**src/design/ofr_map.vh**
```
`ifndef OFR_MAP_VH
`define OFR_MAP_VH

// ----------------------------------------
// Command codes
// ----------------------------------------
`define OFR_CMD_PAGE 8'h00
`define OFR_CMD_UV_LIM 8'h44
`define OFR_CMD_UV_RESP 8'h45
`define OFR_CMD_OC_LIM 8'h46
`define OFR_CMD_OC_RESP 8'h47

// ----------------------------------------
// Reset values
// ----------------------------------------
`define OFR_UV_RESP_RST 8'h84
`define OFR_OC_LIM_RST 16'h012c
`define OFR_OC_RESP_RST 8'hc4
`define OFR_UV_LIM_RST 16'h0000

// ----------------------------------------
// Per-page word layout and field positions
// ----------------------------------------
`define OFR_WORD_W 48
`define OFR_SEL_UV_RESP 2'h0
`define OFR_SEL_OC_LIM 2'h1
`define OFR_SEL_OC_RESP 2'h2
`define OFR_SEL_UV_LIM 2'h3
`define OFR_W_UV_RESP 7:0
`define OFR_W_OC_LIM 23:8
`define OFR_W_OC_RESP 31:24
`define OFR_W_UV_LIM 47:32
`define OFR_F_MODE 7:6
`define OFR_F_RETRY 5:3
`define OFR_F_DELAY 2:0
`define OFR_UV_MODE_OFF 2'h2
`define OFR_OC_MODE_OFF 2'h3
`define OFR_RETRY_ALWAYS 3'h7
`define OFR_DELAY_LONG 3'h7

// ----------------------------------------
// Timing
// ----------------------------------------
`define OFR_CLK_MHZ 200
`define OFR_RETRY_STEP_US 25000
`define OFR_RETRY_LONG_US 175000

`endif

```
**src/design/ofr_cfg_mem.v**
```verilog
`timescale 1ns/1ps
`include "ofr_map.vh"

module ofr_cfg_mem #(
    parameter NOUT = 2,
    parameter PW = 1
) (
    input wire clk,
    input wire reset,
    input wire wrEn,
    input wire [PW-1:0] wrPage,
    input wire [1:0] wrSel,
    input wire [15:0] wrData,
    output wire [NOUT*`OFR_WORD_W-1:0] cfgFlat
);
    genvar p;
    generate
        for (p = 0; p < NOUT; p = p + 1) begin : gPage
            reg [`OFR_WORD_W-1:0] word_reg;
            wire pageHit = {{(32-PW){1'b0}}, wrPage} == p;
            always @(posedge clk) begin
                if (reset) begin
                    word_reg <= {`OFR_UV_LIM_RST, `OFR_OC_RESP_RST,
                                 `OFR_OC_LIM_RST, `OFR_UV_RESP_RST};
                end else if (wrEn && pageHit) begin
                    case (wrSel)
                        `OFR_SEL_UV_RESP:
                            word_reg[`OFR_W_UV_RESP] <= wrData[7:0];
                        `OFR_SEL_OC_LIM:
                            word_reg[`OFR_W_OC_LIM] <= wrData;
                        `OFR_SEL_OC_RESP:
                            word_reg[`OFR_W_OC_RESP] <= wrData[7:0];
                        default: word_reg[`OFR_W_UV_LIM] <= wrData;
                    endcase
                end
            end
            assign cfgFlat[p*`OFR_WORD_W +: `OFR_WORD_W] = word_reg;
        end
    endgenerate
endmodule // ofr_cfg_mem

```
**src/design/ofr_fault_resp.v**
```verilog
`timescale 1ns/1ps
`include "ofr_map.vh"

module ofr_fault_resp #(
    parameter NOUT = 2,
    parameter PW = 1,
    parameter [6:0] SLAVE_ADDR = 7'h40,
    parameter [31:0] STEP_CYCLES = `OFR_RETRY_STEP_US * `OFR_CLK_MHZ,
    parameter [31:0] LONG_CYCLES = `OFR_RETRY_LONG_US * `OFR_CLK_MHZ
) (
    input wire clk,
    input wire reset,
    input wire sclIn,
    input wire sdaIn,
    output reg sdaOut,
    output reg sdaOe,
    output reg alertLineNOut,
    output reg alertLineNOe,
    input wire [NOUT*16-1:0] voutMv,
    input wire [NOUT*16-1:0] ioutSum,
    input wire [NOUT-1:0] undercurrentDet,
    input wire [NOUT-1:0] rampActive,
    input wire [NOUT-1:0] railOnCmd,
    input wire [NOUT-1:0] otherShutdown,
    output wire [NOUT-1:0] outputEnable,
    output wire [NOUT-1:0] uvStatus,
    output wire [NOUT-1:0] ocStatus
);
    localparam [4:0] B_IDLE = 5'h01;
    localparam [4:0] B_RX = 5'h02;
    localparam [4:0] B_RACK = 5'h04;
    localparam [4:0] B_TX = 5'h08;
    localparam [4:0] B_TACK = 5'h10;
    localparam [3:0] R_OFF = 4'h1;
    localparam [3:0] R_RUN = 4'h2;
    localparam [3:0] R_WAIT = 4'h4;
    localparam [3:0] R_LATCH = 4'h8;

    // ----------------------------------------
    // Pin sampling
    // ----------------------------------------
    // A level is taken once stages two and three agree, so one-cycle
    // glitches on the slow bus never reach the byte logic.
    reg [1:0] pinS1_reg;
    reg [1:0] pinS2_reg;
    reg [1:0] pinS3_reg;
    reg [1:0] pinF_reg;
    reg [1:0] pinFPrev_reg;
    always @(posedge clk) begin
        if (reset) begin
            pinS1_reg <= 2'h3;
            pinS2_reg <= 2'h3;
            pinS3_reg <= 2'h3;
            pinF_reg <= 2'h3;
            pinFPrev_reg <= 2'h3;
        end else begin
            pinS1_reg <= {sclIn, sdaIn};
            pinS2_reg <= pinS1_reg;
            pinS3_reg <= pinS2_reg;
            if (pinS2_reg == pinS3_reg)
                pinF_reg <= pinS3_reg;
            pinFPrev_reg <= pinF_reg;
        end
    end
    wire sclF = pinF_reg[1];
    wire sdaF = pinF_reg[0];
    wire sclRise = sclF && !pinFPrev_reg[1];
    wire sclFall = !sclF && pinFPrev_reg[1];
    wire startEv = sclF && pinFPrev_reg[1] && !sdaF && pinFPrev_reg[0];
    wire stopEv = sclF && pinFPrev_reg[1] && sdaF && !pinFPrev_reg[0];

    // ----------------------------------------
    // Register store
    // ----------------------------------------
    reg memWr_reg;
    reg [1:0] memSel_reg;
    reg [15:0] memData_reg;
    reg [PW-1:0] page_reg;
    wire [NOUT*`OFR_WORD_W-1:0] cfgFlat;

    ofr_cfg_mem #(.NOUT(NOUT), .PW(PW)) uMem (
        .clk(clk),
        .reset(reset),
        .wrEn(memWr_reg),
        .wrPage(page_reg),
        .wrSel(memSel_reg),
        .wrData(memData_reg),
        .cfgFlat(cfgFlat)
    );

    function [15:0] readVal;
        input [7:0] cmd;
        input [`OFR_WORD_W-1:0] w;
        input [PW-1:0] pg;
        begin
            if (cmd == `OFR_CMD_PAGE)
                readVal = {{(16-PW){1'b0}}, pg};
            else if (cmd == `OFR_CMD_UV_RESP)
                readVal = {8'h00, w[`OFR_W_UV_RESP]};
            else if (cmd == `OFR_CMD_OC_LIM)
                readVal = w[`OFR_W_OC_LIM];
            else if (cmd == `OFR_CMD_OC_RESP)
                readVal = {8'h00, w[`OFR_W_OC_RESP]};
            else if (cmd == `OFR_CMD_UV_LIM)
                readVal = w[`OFR_W_UV_LIM];
            else
                readVal = 16'hffff;
        end
    endfunction

    function isWord;
        input [7:0] cmd;
        begin
            isWord = (cmd == `OFR_CMD_OC_LIM) || (cmd == `OFR_CMD_UV_LIM);
        end
    endfunction

    // ----------------------------------------
    // Management bus slave
    // ----------------------------------------
    reg [4:0] busSt_reg;
    reg [3:0] bitCnt_reg;
    reg [1:0] byteIdx_reg;
    reg [7:0] rxShift_reg;
    reg [7:0] txShift_reg;
    reg [7:0] cmd_reg;
    reg [7:0] lowByte_reg;
    reg rwBit_reg;
    reg rdIdx_reg;
    reg ackSeen_reg;

    wire [15:0] rdWord = readVal(cmd_reg,
        cfgFlat[page_reg*`OFR_WORD_W +: `OFR_WORD_W], page_reg);
    wire [7:0] rdByte = rdIdx_reg ? rdWord[15:8] : rdWord[7:0];
    wire txLoad = sclFall && ((busSt_reg == B_RACK && rwBit_reg) ||
                              (busSt_reg == B_TACK && ackSeen_reg));
    wire [1:0] cmdSel = cmd_reg == `OFR_CMD_UV_RESP ? `OFR_SEL_UV_RESP :
        cmd_reg == `OFR_CMD_OC_LIM ? `OFR_SEL_OC_LIM :
        cmd_reg == `OFR_CMD_OC_RESP ? `OFR_SEL_OC_RESP : `OFR_SEL_UV_LIM;
    wire cmdMapped = cmd_reg == `OFR_CMD_UV_RESP ||
        cmd_reg == `OFR_CMD_OC_LIM || cmd_reg == `OFR_CMD_OC_RESP ||
        cmd_reg == `OFR_CMD_UV_LIM;

    always @(posedge clk) begin
        if (reset) begin
            busSt_reg <= B_IDLE;
            bitCnt_reg <= 4'h0;
            byteIdx_reg <= 2'h0;
            rxShift_reg <= 8'h00;
            txShift_reg <= 8'h00;
            cmd_reg <= 8'h00;
            lowByte_reg <= 8'h00;
            rwBit_reg <= 1'b0;
            rdIdx_reg <= 1'b0;
            ackSeen_reg <= 1'b0;
            page_reg <= {PW{1'b0}};
            memWr_reg <= 1'b0;
            memSel_reg <= 2'h0;
            memData_reg <= 16'h0000;
            sdaOut <= 1'b0;
            sdaOe <= 1'b0;
        end else begin
            memWr_reg <= 1'b0;
            if (txLoad) begin
                txShift_reg <= {rdByte[6:0], 1'b0};
                sdaOe <= ~rdByte[7];
                bitCnt_reg <= 4'h1;
                rdIdx_reg <= 1'b1;
                busSt_reg <= B_TX;
            end else if (startEv) begin
                busSt_reg <= B_RX;
                bitCnt_reg <= 4'h0;
                byteIdx_reg <= 2'h0;
                sdaOe <= 1'b0;
            end else if (stopEv) begin
                busSt_reg <= B_IDLE;
                sdaOe <= 1'b0;
            end else begin
                case (busSt_reg)
                    B_RX: begin
                        if (sclRise) begin
                            rxShift_reg <= {rxShift_reg[6:0], sdaF};
                            bitCnt_reg <= bitCnt_reg + 4'h1;
                        end else if (sclFall && bitCnt_reg == 4'h8) begin
                            bitCnt_reg <= 4'h0;
                            busSt_reg <= B_RACK;
                            sdaOe <= 1'b1;
                            if (byteIdx_reg == 2'h0) begin
                                rwBit_reg <= rxShift_reg[0];
                                rdIdx_reg <= 1'b0;
                                if (rxShift_reg[7:1] != SLAVE_ADDR) begin
                                    busSt_reg <= B_IDLE;
                                    sdaOe <= 1'b0;
                                end
                            end else if (byteIdx_reg == 2'h1) begin
                                cmd_reg <= rxShift_reg;
                            end else if (byteIdx_reg == 2'h2) begin
                                lowByte_reg <= rxShift_reg;
                                if (cmd_reg == `OFR_CMD_PAGE &&
                                    {24'h0, rxShift_reg} < NOUT)
                                    page_reg <= rxShift_reg[PW-1:0];
                                if (cmdMapped && !isWord(cmd_reg)) begin
                                    memWr_reg <= 1'b1;
                                    memSel_reg <= cmdSel;
                                    memData_reg <= {8'h00, rxShift_reg};
                                end
                            end else if (cmdMapped && isWord(cmd_reg)) begin
                                memWr_reg <= 1'b1;
                                memSel_reg <= cmdSel;
                                memData_reg <= {rxShift_reg, lowByte_reg};
                            end
                        end
                    end
                    B_RACK: begin
                        if (sclFall) begin
                            if (byteIdx_reg != 2'h3)
                                byteIdx_reg <= byteIdx_reg + 2'h1;
                            sdaOe <= 1'b0;
                            busSt_reg <= B_RX;
                        end
                    end
                    B_TX: begin
                        if (sclFall) begin
                            if (bitCnt_reg == 4'h8) begin
                                sdaOe <= 1'b0;
                                busSt_reg <= B_TACK;
                            end else begin
                                sdaOe <= ~txShift_reg[7];
                                txShift_reg <= {txShift_reg[6:0], 1'b0};
                                bitCnt_reg <= bitCnt_reg + 4'h1;
                            end
                        end
                    end
                    B_TACK: begin
                        if (sclRise)
                            ackSeen_reg <= ~sdaF;
                        else if (sclFall)
                            busSt_reg <= B_IDLE;
                    end
                    default: begin
                        sdaOe <= 1'b0;
                    end
                endcase
            end
        end
    end

    // ----------------------------------------
    // Fault response per output
    // ----------------------------------------
    // Unsupported action codes fall back to continue; the host is
    // expected never to write them.
    function [31:0] delayCycles;
        input [2:0] code;
        begin
            if (code == `OFR_DELAY_LONG)
                delayCycles = LONG_CYCLES;
            else
                delayCycles = STEP_CYCLES * {29'h0, code};
        end
    endfunction

    genvar g;
    generate
        for (g = 0; g < NOUT; g = g + 1) begin : gOut
            wire [`OFR_WORD_W-1:0] cfg = cfgFlat[g*`OFR_WORD_W +: `OFR_WORD_W];
            wire [7:0] uvAct = cfg[`OFR_W_UV_RESP];
            wire [7:0] ocAct = cfg[`OFR_W_OC_RESP];
            reg [3:0] st_reg;
            reg [31:0] timer_reg;
            reg en_reg;
            reg uvSt_reg;
            reg ocSt_reg;
            wire running = st_reg == R_RUN;
            wire uvTrip = running && !rampActive[g] &&
                voutMv[g*16 +: 16] < cfg[`OFR_W_UV_LIM];
            wire ocTrip = running && (ioutSum[g*16 +: 16] >
                cfg[`OFR_W_OC_LIM] || undercurrentDet[g]);
            wire uvOff = uvTrip &&
                uvAct[`OFR_F_MODE] == `OFR_UV_MODE_OFF;
            wire ocOff = ocTrip &&
                ocAct[`OFR_F_MODE] == `OFR_OC_MODE_OFF;
            wire [7:0] act = ocOff ? ocAct : uvAct;
            always @(posedge clk) begin
                if (reset) begin
                    st_reg <= R_OFF;
                    timer_reg <= 32'h0;
                    en_reg <= 1'b0;
                    uvSt_reg <= 1'b0;
                    ocSt_reg <= 1'b0;
                end else begin
                    uvSt_reg <= uvTrip | (uvSt_reg & railOnCmd[g]);
                    ocSt_reg <= ocTrip | (ocSt_reg & railOnCmd[g]);
                    en_reg <= 1'b0;
                    case (st_reg)
                        R_OFF: begin
                            if (railOnCmd[g] && !otherShutdown[g]) begin
                                st_reg <= R_RUN;
                                en_reg <= 1'b1;
                            end
                        end
                        R_RUN: begin
                            if (!railOnCmd[g]) begin
                                st_reg <= R_OFF;
                            end else if (otherShutdown[g]) begin
                                st_reg <= R_LATCH;
                            end else if (uvOff || ocOff) begin
                                if (act[`OFR_F_RETRY] ==
                                    `OFR_RETRY_ALWAYS) begin
                                    st_reg <= R_WAIT;
                                    timer_reg <= delayCycles(
                                        act[`OFR_F_DELAY]);
                                end else begin
                                    st_reg <= R_LATCH;
                                end
                            end else begin
                                en_reg <= 1'b1;
                            end
                        end
                        R_WAIT: begin
                            if (!railOnCmd[g]) begin
                                st_reg <= R_OFF;
                            end else if (otherShutdown[g]) begin
                                st_reg <= R_LATCH;
                            end else if (timer_reg == 32'h0) begin
                                st_reg <= R_RUN;
                                en_reg <= 1'b1;
                            end else begin
                                timer_reg <= timer_reg - 32'h1;
                            end
                        end
                        default: begin
                            if (!railOnCmd[g])
                                st_reg <= R_OFF;
                        end
                    endcase
                end
            end
            assign outputEnable[g] = en_reg;
            assign uvStatus[g] = uvSt_reg;
            assign ocStatus[g] = ocSt_reg;
        end
    endgenerate

    // Alert held low while any status bit stands
    always @(posedge clk) begin
        if (reset) begin
            alertLineNOut <= 1'b0;
            alertLineNOe <= 1'b0;
        end else begin
            alertLineNOut <= 1'b0;
            alertLineNOe <= |{uvStatus, ocStatus};
        end
    end
endmodule // ofr_fault_resp

```
**config.mk**
```make
export PLATFORM = sky130hd
export DESIGN_NAME = ofr_fault_resp
export DESIGN_NICKNAME = d
export VERILOG_FILES = /design/src/design/ofr_cfg_mem.v /design/src/design/ofr_fault_resp.v
export VERILOG_INCLUDE_DIRS = /design/src /design/src/design
export SDC_FILE = /design/constraint.sdc
export NUM_CORES = 1
export LEC_CHECK = 0
export BUFFER_PORTS_ARGS = -buffer_cell sky130_fd_sc_hd__buf_4
export CAP_MARGIN = 20
export CELL_PAD_IN_SITES_DETAIL_PLACEMENT = 1
export CELL_PAD_IN_SITES_GLOBAL_PLACEMENT = 1
export CORE_ASPECT_RATIO = 1.75
export CORE_UTILIZATION = 46
export CTS_CLUSTER_SIZE = 14
export DETAILED_ROUTE_END_ITERATION = 6
export PLACE_DENSITY_LB_ADDON = 0.25
export SLEW_MARGIN = 20
export SYNTH_ARGS = -nofsm -noshare
export SYNTH_HDL_FRONTEND = slang
export SYNTH_SLANG_ARGS = --single-unit
export TNS_END_PERCENT = 5
```
**constraint.sdc**
```tcl
create_clock -name clk -period 5.7 [get_ports clk]
set_input_delay 0.285 -clock clk [delete_from_list [all_inputs] [get_ports clk]]
set_output_delay 0.285 -clock clk [all_outputs]
set_load 0.01 [all_outputs]
```
Word-level counts from Yosys, hierarchy flattened --
Cells that the tools add are included.
Word-level totals: output and inout port bits 10, input port bits 76, register bits 251
Cells by class: bitwise operators 21, reduce and logical (&&, ||, !) cells 101, multiplexer cells 124, add/subtract/negate cells 4, eq/ne operators 86, $mul 3, shift operators 1, $lt $le $gt $ge 5
Operator list (number):
- $mux 32 | 14
- $mux 16 | 8
- $pmux 32 s2 | 2
- $mux 4 | 25
- $shiftx 96x8->48 | 1
- $logic_not 32->1 | 2
- $sub 32x1->32 const B | 2
- $mux 8 | 7
- $mux 26 | 2
- $ne 4x4->1 const B | 12
- $reduce_and 8->1 | 6
- $ne 2x2->1 const B | 23
- $mul 17x3->20 const A | 2
- $ne 5x5->1 const B | 8
- $mux 1 | 38
- $mux 5 | 7
- $reduce_and 5->1 | 7
- $eq 8x7->1 const B | 4
- $gt 16x16->1 | 2
- $lt 16x16->1 | 2
- $logic_and 1x1->1 | 28
- $pmux 4 s3 | 2
- $reduce_bool 2->1 | 12
- $mux 2 | 10
- 48 further kinds | 119

Logic depth before layout (Yosys ltp) --
Gate-level depths: netlist of run 1.
depth in word-level cells 12, gate-level depth with buffers 19

Cells and area by module --
A second synthesis of run 1 with hierarchy kept.
Unflattened totals: cells, all modules 1771, area total of the unflattened synthesis 14943.1 µm²
By module, submodules not included:
- ofr_fault_resp | seq. area each 3103.0 µm², instances 1, cells an instance 1420, area each 11130.7 µm²
- ofr_cfg_mem | seq. area each 1921.8 µm², instances 1, cells an instance 351, area each 3812.4 µm²

Worst setup path after synthesis of run 1 --
No wires, ideal clock.
path type flip-flop to flip-flop, from reg uMem.gPage[0].word_reg[22], to reg gOut[0].timer_reg[13], data arrival time 4358 ps, path slack 1252 ps, cell stages (with the launch flop) 20, period minus slack after synthesis 4448 ps, cells stage by stage dfxtp_1 > inv_1 > ha_1 > nand4_1 > nor4_1 > o21ai_0 > a31o_2 > nor2_1 > mux2i_1 > inv_1 > ha_1 > ha_1 > inv_1 > fa_1 > nor2b_1 > nand3b_1 > a211oi_1 > or3_1 > nor4_1 > a311oi_1
On the way: word-level cells in the longest chain between the ends 12
RTL lines:
- start, declared | RTL line ofr_cfg_mem.v:19 | reg [`OFR_WORD_W-1:0] word_reg;
- start signal, assigned | RTL line ofr_cfg_mem.v:23 | word_reg <= {`OFR_UV_LIM_RST, `OFR_OC_RESP_RST,
- start signal, assigned by index | RTL line ofr_cfg_mem.v:28 | word_reg[`OFR_W_UV_RESP] <= wrData[7:0];
- start signal, assigned by index | RTL line ofr_cfg_mem.v:30 | word_reg[`OFR_W_OC_LIM] <= wrData;
- $gt 16x16->1 * | RTL line ofr_fault_resp.v:277 | wire ocTrip = running && (ioutSum[g*16 +: 16] >
- $logic_or 1x1->1 * | RTL line ofr_fault_resp.v:277
- $logic_and 1x1->1 * | RTL line ofr_fault_resp.v:277
- $logic_and 1x1->1 (no line) *
- $mux 6 | RTL line ofr_fault_resp.v:283 | wire [7:0] act = ocOff ? ocAct : uvAct;
- $mul 17x3->20 / $eq 3x3->1 (equally long branches)
- $mux 26 | RTL line ofr_fault_resp.v:256 | if (code == `OFR_DELAY_LONG)
- $mux 32 | RTL line ofr_fault_resp.v:308 | if (act[`OFR_F_RETRY] ==
- $mux 32 | RTL line ofr_fault_resp.v:307 | end else if (uvOff || ocOff) begin
- $mux 32 | RTL line ofr_fault_resp.v:305 | end else if (otherShutdown[g]) begin
- $mux 32 | RTL line ofr_fault_resp.v:303 | if (!railOnCmd[g]) begin
- $pmux 32 s2 | RTL line ofr_fault_resp.v:295 | case (st_reg)
- end signal, assigned | RTL line ofr_fault_resp.v:311 | timer_reg <= delayCycles(
- end signal, assigned | RTL line ofr_fault_resp.v:329 | timer_reg <= timer_reg - 32'h1;
- end, declared | RTL line ofr_fault_resp.v:270 | reg [31:0] timer_reg;
Mark *: on every way between the ends. The rest lies on a longest branch, timed or not. The select of a mux whose other input is x is not followed. A chain may end at the register's enable or synchronous reset.

Worst setup path in the final report of run 1 --
Ends and elaborated chain as after synthesis.

==> results.toml, run 1 <==
[detailed_routing]
vias = 14194
final_antenna_net_count = 0
wl_per_cell_um = 21.1
wirelength_um = 49200
drc_errors = 0
via_per_inst = 6.08
drt_iter0_drc = 728
dr.pass1.iters = 5

[pwr]
p_comb_share_pct = 14.6
peakVddDrop_mv = 0.253
seqPwrFrac_pct = 44.8
p_leak_nw = 6.05
power_mw = 4.10
sw_frac_of_total_pct = 28.1
p_int_mw = 2.95
p_switching_mw = 1.15
p_clk_share_pct = 40.6
powerDensity_mw_per_mm2 = 254

[final_layout]
largest_reg_flops = 96
layout.nets = 2093
final_cell_area_mm2 = 0.0161
drive_gt1_share_pct = 9.05
diodes = 0
syn2layout_area_growth_pct = 11.8
stdcell_count = 2335
fill_cells = 3866
utilization_pct = 52.3

[die]
fp.dieH_um = 236
start_util_pct = 46.8
die_w_um = 136
num_rows = 85
io_pins = 86
die_area_mm2 = 0.0321
core_area_mm2 = 0.0308

[clock_network]
root_buffer = "clkbuf_16"
cts_buffer_depth = 3
cts_made_buffers = 25
cts_max_level = 1
clk_pin_slew_worst_paths_ns = 0.06
clk_latency_ns = 0.55
cts_tree = "built"
cts.sinks = 251

[setup_path]
critPathRequiredTime_ns = 6.16
timing.rr.end = "gOut[0].timer_reg[13]"
cp_max_fo = 6
path_class = "reg -> reg"
critPathBufInv = 3
path_cells = "inv_1 -> ha_1 -> nand4_1 -> nor4_1 -> o21ai_0 -> a31o_2 -> nor2_2 -> mux2i_2 -> inv_1 -> ha_1 -> ha_1 -> inv_1 -> fa_1 -> nor2b_1 -> nand3b_1 -> a211oi_1 -> or3_1 -> nor4_1 -> a311oi_1"
r2r-start = "uMem.gPage[0].word_reg[22]"
cpMaxStageDelayCell = "nor4_1"
r2r_cells = 19
cp_top_family = "simple AND/OR/NAND/NOR gates"
r2r_setup_slack_ns = 0.52
end_kind = "flip-flop"
startpoint_type = "flip-flop"
arrival_ns = 5.64
cpPeakStageDelay_ns = 0.52

[placed_design]
portBuffers = 83
dp.cells = 2288
pre_cts_ws_ns = 0.364
dp_hpwl_um = 37000
placed_area_mm2 = 0.0153
place.gp.congestion = 0.920

[min_path]
hp-class = "in -> reg"
holdPathStages = 2
hold_start = "railOnCmd[1]"
whs_endpoint = "gOut[1].st_reg[0]"

[yosys]
synth_ff_type = "dfxtp_1"
synth_common_cells = "305 x nand2_1, 251 x dfxtp_1, 203 x a21oi_1"
synth_most_common_cell = "nand2_1"
yosysTopAreaCell = "dfxtp_1"
yosys_warnings = 0
avgSynthCellArea_um2 = 7.60
ys_top_cells_by_area = "dfxtp_1 35%, nand2_1 7.9%, ha_1 7.6%"
netlist_instances = 1899
synthArstFlopShare_pct = 0
ys_seq_elements = 251
synth-edff-count = 0
synthDistinctLibCells = 80
yosysSeqAreaShare_pct = 34.8
yosysTopAreaCellShare_pct = 34.8
syn-cell-area_mm2 = 0.0144

[global_routing]
grt_max_degree = 118
grt_use_total_pct = 30.9
grt_pass1_wl_um = 77500
overflow = 0
grt_pass1_vias = 14823
grt_antenna_before_repair = 0

[sta]
fin_ws_ns = 0.520
setup_viol = 0
hold_violations = 0
holdWs_ns = 0.0212
slew_headroom_pct = 27.0
fmax_mhz = 193
fin_crit_ns = 5.18
final.setup_skew_ns = 0.00927
worst_slew_pin_slew_ns = 1.09
fin_crit_sh_pct = 90.9
rsz0062_at_grt = "false"
setup_tns_ns = 0
slew_viol_final = 0

[job]
drv_cap = 0

[outcome]
status = "finished clean"
[cells by family after synthesis]
group	after synthesis	share of synthesized area, %
AOI/OAI and AO/OA	477	20.3
other	1	0.0260
and+or+nand+nor	781	25.4
adders and majority gates	90	7.91
muxes	49	3.42
xor gates and xnor gates	37	2.34
buffers and inverters	213	5.81
DFF	251	34.8
[cell type report]
type                    instances  area, um^2  area share, %
clock buffers                  41         786           4.87
clock inverters                 3        15.0         0.0931
inverters                     104         390           2.42
multi-input cells            1436        8590           53.3
flip-flops and latches        251        5030           31.2
well taps                     391         489           3.03
repair buffers                109         830           5.14
[cell usage in the layout (no fill, tap or decap), types with 17 or more instances in the layout]
| master | instances |
|---|---|
| a211oi_1 | 24 |
| a21oi_1 | 203 |
| buf_4 | 105 |
| clkbuf_16 | 25 |
| dfxtp_1 | 250 |
| ha_1 | 88 |
| inv_1 | 104 |
| mux2i_1 | 46 |
| nand2_1 | 305 |
| nand3_1 | 59 |
| nand3b_1 | 21 |
| nor2_1 | 181 |
| nor2b_1 | 17 |
| nor3_1 | 52 |
| nor4_1 | 26 |
| o211ai_1 | 33 |
| o21ai_0 | 97 |
| or3_1 | 23 |
| xnor2_1 | 17 |
| xor2_1 | 19 |
[repair_timing]
action,4_1_cts,5_1_grt
resized for setup,0,2
hold buffers,3,0
setup endpoints to repair,0,1
hold endpoints to repair,3,0
setup buffers,0,0
[power by group through the flow]
stage	clock [mW]	combinational, mW	sequential [mW]
global placement	0	0.572	1.87
global route	1.74	0.659	1.84
finish	1.66	0.600	1.84
floorplan	0	0.406	1.86
CTS	1.68	0.598	1.84
detailed placement	0	0.594	1.87
[worst max path at each step]
stage / from / end / cells past startpoint
after floorplan: uMem.gPage[0].word_reg[22] / gOut[0].timer_reg[13] / 19
after global placement: uMem.gPage[0].word_reg[22] / gOut[0].timer_reg[13] / 19
after detailed placement: uMem.gPage[0].word_reg[22] / gOut[0].timer_reg[13] / 19
after CTS: uMem.gPage[0].word_reg[22] / gOut[0].timer_reg[13] / 19
after global routing: uMem.gPage[0].word_reg[22] / gOut[0].timer_reg[13] / 19
final: uMem.gPage[0].word_reg[22] / gOut[0].timer_reg[13] / 19
[per-layer routing]
metal,global-route usage [%],routed length (um),vias to the layer above
li1,-,-,6741
met1,30.6,17600,6918
met2,57.9,26200,352
met3,2.88,1380,183
met4,23.1,3940,0
met5,0,0,-
No activity file was read; power rests on OpenSTA's default activity.
==> inputs of run 2 (changes only) <==
--- a/config.mk
+++ b/config.mk
@@ -10,13 +10,14 @@
 export CAP_MARGIN = 20
 export CELL_PAD_IN_SITES_DETAIL_PLACEMENT = 1
 export CELL_PAD_IN_SITES_GLOBAL_PLACEMENT = 1
-export CORE_ASPECT_RATIO = 1.75
-export CORE_UTILIZATION = 46
+export CORE_ASPECT_RATIO = 0.9
+export CORE_UTILIZATION = 47
 export CTS_CLUSTER_SIZE = 14
 export DETAILED_ROUTE_END_ITERATION = 6
 export PLACE_DENSITY_LB_ADDON = 0.25
 export SLEW_MARGIN = 20
 export SYNTH_ARGS = -nofsm -noshare
 export SYNTH_HDL_FRONTEND = slang
+export SYNTH_HIERARCHICAL = 1
 export SYNTH_SLANG_ARGS = --single-unit
 export TNS_END_PERCENT = 5
==> run 2 against run 1 <==
  * First-iteration DRC count grew 30%
  * Via count shrank 4.8%
  * Count of clock-buffer cells in the layout shrank 2
  * Die area grew 1.3%
  * Setup slack gained 0.36 ns
  * Synthesized area grew 3.6%
  * Sequential power is essentially flat
  * Utilization grew 1.8 points
  * Worst hold slack lost 0.0058 ns
  * Power grew 12%
  * Largest power group is now clock
  * Highest routed layer unchanged
==> results.toml, run 2 <==
[detailed_routing]
wl_per_cell_um = 22.0
vias = 13519
wirelength_um = 49000
drc_errors = 0
dr.pass1.iters = 5
via_per_inst = 6.06
drt_iter0_drc = 943
final_antenna_net_count = 0

[global_routing]
grt_max_degree = 88
grt_pass1_wl_um = 76900
busiest_layer = "met2"
grt_use_met3_pct = 3.71
overflow = 0
grt_antenna_before_repair = 0
grt_use_met2_pct = 50.5
grt_util_met1_pct = 39.2
grt_pass1_vias = 13820
grt_use_total_pct = 30.0

[pwr]
seqPwrFrac_pct = 39.9
p_comb_share_pct = 15.0
p_int_mw = 3.34
peakVddDrop_mv = 0.252
p_clk_share_pct = 45.1
powerDensity_mw_per_mm2 = 274
p_switching_mw = 1.26
p_leak_nw = 6.86
sw_frac_of_total_pct = 27.4

[yosys]
synth_compound_area_share_pct = 15.7
yosysTopAreaCell = "dfxtp_1"
synthDistinctLibCells = 98
ys_seq_elements = 251
yosys_warnings = 6
netlist_instances = 1771
synth_adder_area_share_pct = 7.64
syn-cell-area_mm2 = 0.0149
synth_top_family_by_area = "simple AND/OR/NAND/NOR gates"
synth_ff_type = "dfxtp_1"
avgSynthCellArea_um2 = 8.44
yosysSeqAreaShare_pct = 33.6
synth-edff-count = 0
ys_top_cells_by_area = "dfxtp_1 34%, mux2i_1 9.6%, ha_1 7.4%"
synthSimpleGateAreaFrac_pct = 23.3
yosysTopAreaCellShare_pct = 33.6
synthArstFlopShare_pct = 0
synth_common_cells = "251 x dfxtp_1, 171 x nor2_1, 143 x mux2i_1"
synth_most_common_cell = "dfxtp_1"
muxShareOfSynthArea_pct = 11.3
synth_xor_area_share_pct = 2.32

[setup_path]
critPathRequiredTime_ns = 6.16
end_kind = "flip-flop"
startpoint_type = "flip-flop"
arrival_ns = 5.28
cp_max_fo = 9
r2r_cells = 19
path_class = "reg -> reg"
path_cells = "inv_1 -> ha_1 -> nand4_1 -> nor2_1 -> nand2_1 -> o2111ai_1 -> and2_1 -> mux2i_2 -> inv_2 -> ha_1 -> ha_1 -> inv_1 -> fa_1 -> nand2b_1 -> nor3b_1 -> o21a_1 -> nor3_1 -> mux2_2 -> o221ai_1"
cpMostUsedCell = "ha_1"
cpMaxStageDelayCell = "dfxtp_1"
cpPeakStageDelay_ns = 0.47

[die]
start_util_pct = 48.1
io_pins = 86
num_rows = 61
die_area_mm2 = 0.0325
fp.dieH_um = 171
core_area_mm2 = 0.0311
die_w_um = 190

[sta]
fmax_mhz = 207
holdWs_ns = 0.0155
fin_crit_ns = 4.82
slew_viol_final = 0
worst_slew_pin_slew_ns = 0.996
rsz0062_at_grt = "false"
hold_violations = 0
fin_crit_sh_pct = 84.6
setup_tns_ns = 0
final.setup_skew_ns = 0.0243
setup_viol = 0
slew_headroom_pct = 33.0
fin_ws_ns = 0.878

[placed_design]
dp_hpwl_um = 35100
dp.cells = 2175
place.gp.congestion = 0.895
portBuffers = 83
pre_cts_ws_ns = 0.999
placed_area_mm2 = 0.0157

[clock_network]
cts.sinks = 251
root_buffer = "clkbuf_16"
cts_max_level = 1
cts_resized = 0
clk_pin_slew_worst_paths_ns = 0.06
cts_tree = "built"
clk_latency_ns = 0.56
cts_buffer_depth = 3
cts_made_buffers = 29

[final_layout]
diodes = 0
syn2layout_area_growth_pct = 12.5
layout.nets = 1966
drive_gt1_share_pct = 12.1
final_cell_area_mm2 = 0.0168
fill_cells = 3647
stdcell_count = 2231
final_cell_mix = "250 x dfxtp_1, 171 x nor2_1, 143 x mux2i_1, 138 x nand2_1, 131 x a21oi_1"
largest_reg_flops = 96
final_common_cell = "dfxtp_1"

[min_path]
hp-class = "in -> reg"
holdPathStages = 3

[outcome]
status = "finished clean"

[job]
drv_cap = 0
==> run 2: changes by cell type after synthesis, moves of 19 or more <==
cell	previous run	this run
a21oi_1	203	131
clkbuf_1	85	64
mux2i_1	47	143
nand2_1	305	138
nand2b_1	16	109
nand3_1	59	33
nor3_1	53	34
o211ai_1	33	2
o21ai_0	97	75
==> run 2: cell families after synthesis <==
kind of cell,count (synthesis)
AOI/OAI and AO/OA,365
xor gates and xnor gates,38
adders and majority gates,90
buffers and inverters,211
DFF,251
muxes,160
other,1
and+or+nand+nor,655
==> run 2: power by group through the flow <==
stage               registers, mW  logic, mW  clock network (mW)
finish                       1.84      0.693                2.08
global route                 1.84      0.753                2.16
CTS                          1.84      0.684                2.09
detailed placement           1.87      0.672                   0
global placement             1.87      0.655                   0
floorplan                    1.86      0.483                   0
==> run 2: layout make-up <==
type	instances	area (um^2)	share of cell area, %
Multi-Input combinational cell	1310	9050	53.8
Sequential cell	251	5030	29.9
Clock buffer	39	823	4.90
Timing Repair Buffer	103	786	4.67
Tap cell	409	512	3.04
Inverter	105	394	2.34
Clock inverter	14	230	1.37
==> run 2: final timing paths <==
check / slack [ns] / endpoint / startpoint
worst max-delay path: 0.88 / gOut[0].timer_reg[13] / uMem/gPage[0].word_reg[20]
worst min-delay path: 0.02 / gOut[1].uvSt_reg / railOnCmd[1]
worst min register to register: 0.41 / pinS2_reg[0] / pinS1_reg[0]
worst max register to register: 0.88 / gOut[0].timer_reg[13] / uMem/gPage[0].word_reg[20]
==> run 2: repair_timing <==
| item | in CTS | in global routing |
|---|---|---|
| hold buffers | 2 | 0 |
| buffers inserted | 0 | 0 |
| hold endpoints to repair | 2 | 0 |
==> run 2: critical path: cells and delay by family, from the launching register on <==
kind                       cells  cell delay [ns]
muxes                          2             0.81
and+or+nand+nor                7             1.35
buffers and inverters          3             0.32
DFF                            1             0.47
adders and majority gates      4             1.06
AOI/OAI and AO/OA              3             0.72
==> run 2: stage by stage <==
stage | util, % | total power, mW
6_report | 54.1 | 4.61
5_1_grt | 54.1 | 4.76
4_1_cts | 54.1 | 4.61
3_5_place_dp | 50.6 | 2.55
3_3_place_gp | 50.6 | 2.52
2_1_floorplan | - | 2.34
==> run 2: routing by layer <==
metal	wire length [um]	vias to the layer above	part of all wire [%]
met3	2700	93	5.5
met2	22900	435	47
met4	1800	0	3.7
met1	21700	6657	44
li1	-	6334	-
met5	0	-	0
==> inputs of run 3 (changes only) <==
--- a/config.mk
+++ b/config.mk
@@ -6,12 +6,13 @@
 export SDC_FILE = /design/constraint.sdc
 export NUM_CORES = 1
 export LEC_CHECK = 0
+export ABC_AREA = 1
 export BUFFER_PORTS_ARGS = -buffer_cell sky130_fd_sc_hd__buf_4
 export CAP_MARGIN = 20
 export CELL_PAD_IN_SITES_DETAIL_PLACEMENT = 1
 export CELL_PAD_IN_SITES_GLOBAL_PLACEMENT = 1
 export CORE_ASPECT_RATIO = 0.9
-export CORE_UTILIZATION = 47
+export CORE_UTILIZATION = 45
 export CTS_CLUSTER_SIZE = 14
 export DETAILED_ROUTE_END_ITERATION = 6
 export PLACE_DENSITY_LB_ADDON = 0.25
==> constraint.sdc (replaced) <==
create_clock -name clk -period 4.9 [get_ports clk]
set_input_delay 0.245 -clock clk [delete_from_list [all_inputs] [get_ports clk]]
set_output_delay 0.245 -clock clk [all_outputs]
set_load 0.01 [all_outputs]
==> run 3 against run 2 <==
  * Synthesized cell count is 31% higher
  * The flow now finishes with violations (design-rule violations)
  * First-iteration DRC count is 9.5% lower
  * Count of clock-buffer cells in the layout stayed put
  * Largest cell class unchanged
  * Critical endpoint unchanged
  * Cell area is 3.2% higher
==> results.toml, run 3 <==
[yosys]
muxShareOfSynthArea_pct = 0.0647
avgSynthCellArea_um2 = 6.66
synth_common_cells = "450 x nand2_1, 389 x nor2_1, 251 x dfxtp_1"
yosysSeqAreaShare_pct = 32.5
synth_xor_area_share_pct = 1.25
synthDistinctLibCells = 60
synthArstFlopShare_pct = 0
synth-edff-count = 0
yosysTopAreaCellShare_pct = 32.5
yosysTopAreaCell = "dfxtp_1"
synth_top_family_by_area = "simple AND/OR/NAND/NOR gates"
ys_top_cells_by_area = "dfxtp_1 32%, nand2_1 11%, nor2_1 9.4%"
synth_adder_area_share_pct = 7.37
synth_compound_area_share_pct = 15.4
yosys_warnings = 6
ys_seq_elements = 251
synth_ff_type = "dfxtp_1"
synthSimpleGateAreaFrac_pct = 33.7
syn-cell-area_mm2 = 0.0155
netlist_instances = 2325
synth_most_common_cell = "nand2_1"

[final_layout]
final_cell_mix = "450 x nand2_1, 387 x nor2_1, 250 x dfxtp_1, 246 x inv_1, 179 x nand3_1"
largest_reg_flops = 96
fill_cells = 4569
final_cell_area_mm2 = 0.0174
multi_input_area_mm2 = 0.00895
layout.nets = 2526
final_common_cell = "nand2_1"
syn2layout_area_growth_pct = 12.1
drive_gt1_share_pct = 10.4
ff_latch_area_mm2 = 0.00503
diodes = 0

[detailed_routing]
final_antenna_net_count = 0
wirelength_um = 51000
drt_iter0_drc = 853
wl_per_cell_um = 17.9
dr.pass1.iters = 7
drc_errors = 1
via_per_inst = 5.51
vias = 15660

[global_routing]
grt_pass1_vias = 15929
grt_use_total_pct = 29.1
grt_pass1_wl_um = 82100
grt_max_degree = 97
overflow = 0
grt_antenna_before_repair = 0

[sta]
worst_slew_pin_slew_ns = 1.08
fin_crit_sh_pct = 77.6
fmax_mhz = 263
holdWs_ns = 0.0718
rsz0062_at_grt = "false"
fin_crit_ns = 3.80
slew_viol_final = 0
hold_violations = 0
setup_viol = 0
slew_headroom_pct = 27.8
final.setup_skew_ns = 0.0119
setup_tns_ns = 0

[placed_design]
dp_hpwl_um = 37800
place.gp.congestion = 0.878
portBuffers = 83
placed_area_mm2 = 0.0163

[clock_network]
clk_pin_slew_worst_paths_ns = 0.06
cts_max_level = 1
cts_made_buffers = 28
cts.sinks = 251
post_cts_buffers = 0
clk_latency_ns = 0.56
cts_buffer_depth = 3
cts_tree = "built"
cts_resized = 0
root_buffer = "clkbuf_16"

[die]
die_area_mm2 = 0.0351
die_w_um = 197
core_area_mm2 = 0.0340
start_util_pct = 45.6
io_pins = 86
fp.dieH_um = 178
num_rows = 64

[setup_path]
cpPeakStageDelay_ns = 0.37
end_kind = "flip-flop"
cpMaxStageDelayCell = "fa_1"
cp_max_fo = 8
arrival_ns = 4.26
r2r_setup_slack_ns = 1.10
cpMostUsedCell = "nand2_1"
path_class = "reg -> reg"
startpoint_type = "flip-flop"
path_cells = "inv_1 -> ha_1 -> a21oi_1 -> nand2_1 -> a21oi_1 -> nand2_1 -> nand2_1 -> nand2_2 -> nand3_4 -> inv_2 -> o21ai_2 -> ha_1 -> ha_1 -> inv_1 -> fa_1 -> nor2_1 -> nand3_1 -> nand2_1 -> nand2_1 -> nand3_1 -> nand3_1 -> nand2_1 -> inv_1"
critPathRequiredTime_ns = 5.36

[job]
drv_cap = 0

[pwr]
p_leak_nw = 7.63
power_mw = 6.02
peakVddDrop_mv = 0.270
powerDensity_mw_per_mm2 = 347

[outcome]
failed_checks = "design-rule violations"
status = "finished, violations left"

[min_path]
hp-class = "in -> reg"
run 3: cell count changes after synthesis, sizes merged, moves of 33 or more:
cell | before | now
nand2 | 138 | 463
nand2b | 109 | 0
o21ai | 78 | 152
mux2i | 144 | 1
nand3 | 33 | 187
a21oi | 132 | 165
nor2 | 172 | 416
inv | 105 | 271
run 3: worst max-delay path: cells and delay by family, from the launching register on:
family	cells	cell delay, ns
fa+ha+maj	4	1.21
simple gates	12	1.19
compound gates	3	0.75
buf+inv	4	0.22
flops	1	0.33
run 3: cell type report:
class | instances | area share [%]
inverter | 277 | 6.00
timing repair buffer | 95 | 4.17
clock buffer | 39 | 4.69
multi-input combinational | 1707 | 51.6
tap | 462 | 3.33
sequential | 251 | 29.0
clock inverter | 13 | 1.25
run 3: timing repair:
action / in CTS / in global routing
hold buffers: 4 / 0
setup endpoints to repair: 0 / 0
hold endpoints to repair: 6 / 0
run 3: metrics by stage:
stage / utilization, % / setup WS [ns] / instances
4_1_cts: 51.1 / 1.12 / 2844
3_3_place_gp: 47.9 / 1.30 / 2788
5_1_grt: 51.1 / 0.790 / 2844
3_5_place_dp: 47.9 / 1.11 / 2788
2_1_floorplan: - / 1.81 / 2326
6_report: 51.1 / 1.10 / 2844
run 3: cell families after synthesis:
group,Yosys count
other,1
xor gates and xnor gates,22
adders and majority gates,90
buffers and inverters,368
and+or+nand+nor,1170
muxes,1
AOI/OAI and AO/OA,422
DFF,251
run 3: final timing paths:
kind / endpoint / start / cells past startpoint
setup reg to reg: gOut[0].timer_reg[13] / uMem/gPage[0].word_reg[19] / 23
setup / recovery: gOut[0].timer_reg[13] / uMem/gPage[0].word_reg[19] / 23
hold reg to reg: pinS2_reg[1] / pinS1_reg[1] / 1
hold / removal: gOut[0].uvSt_reg / rampActive[0] / 4
run 3: power breakdown:
group | switching, mW | internal, mW
Combinational | 0.978 | 0.515
Clock | 0.894 | 1.47
Sequential | 0.0584 | 2.11
Total | 1.93 | 4.09
run 3: layer usage:
layer	wire, um	vias to the layer above	global-route usage [%]
met2	24100	282	50.5
li1	-	7711	-
met5	0	-	0
met1	23500	7592	37.7
met4	1280	0	7.91
met3	2130	75	3.80
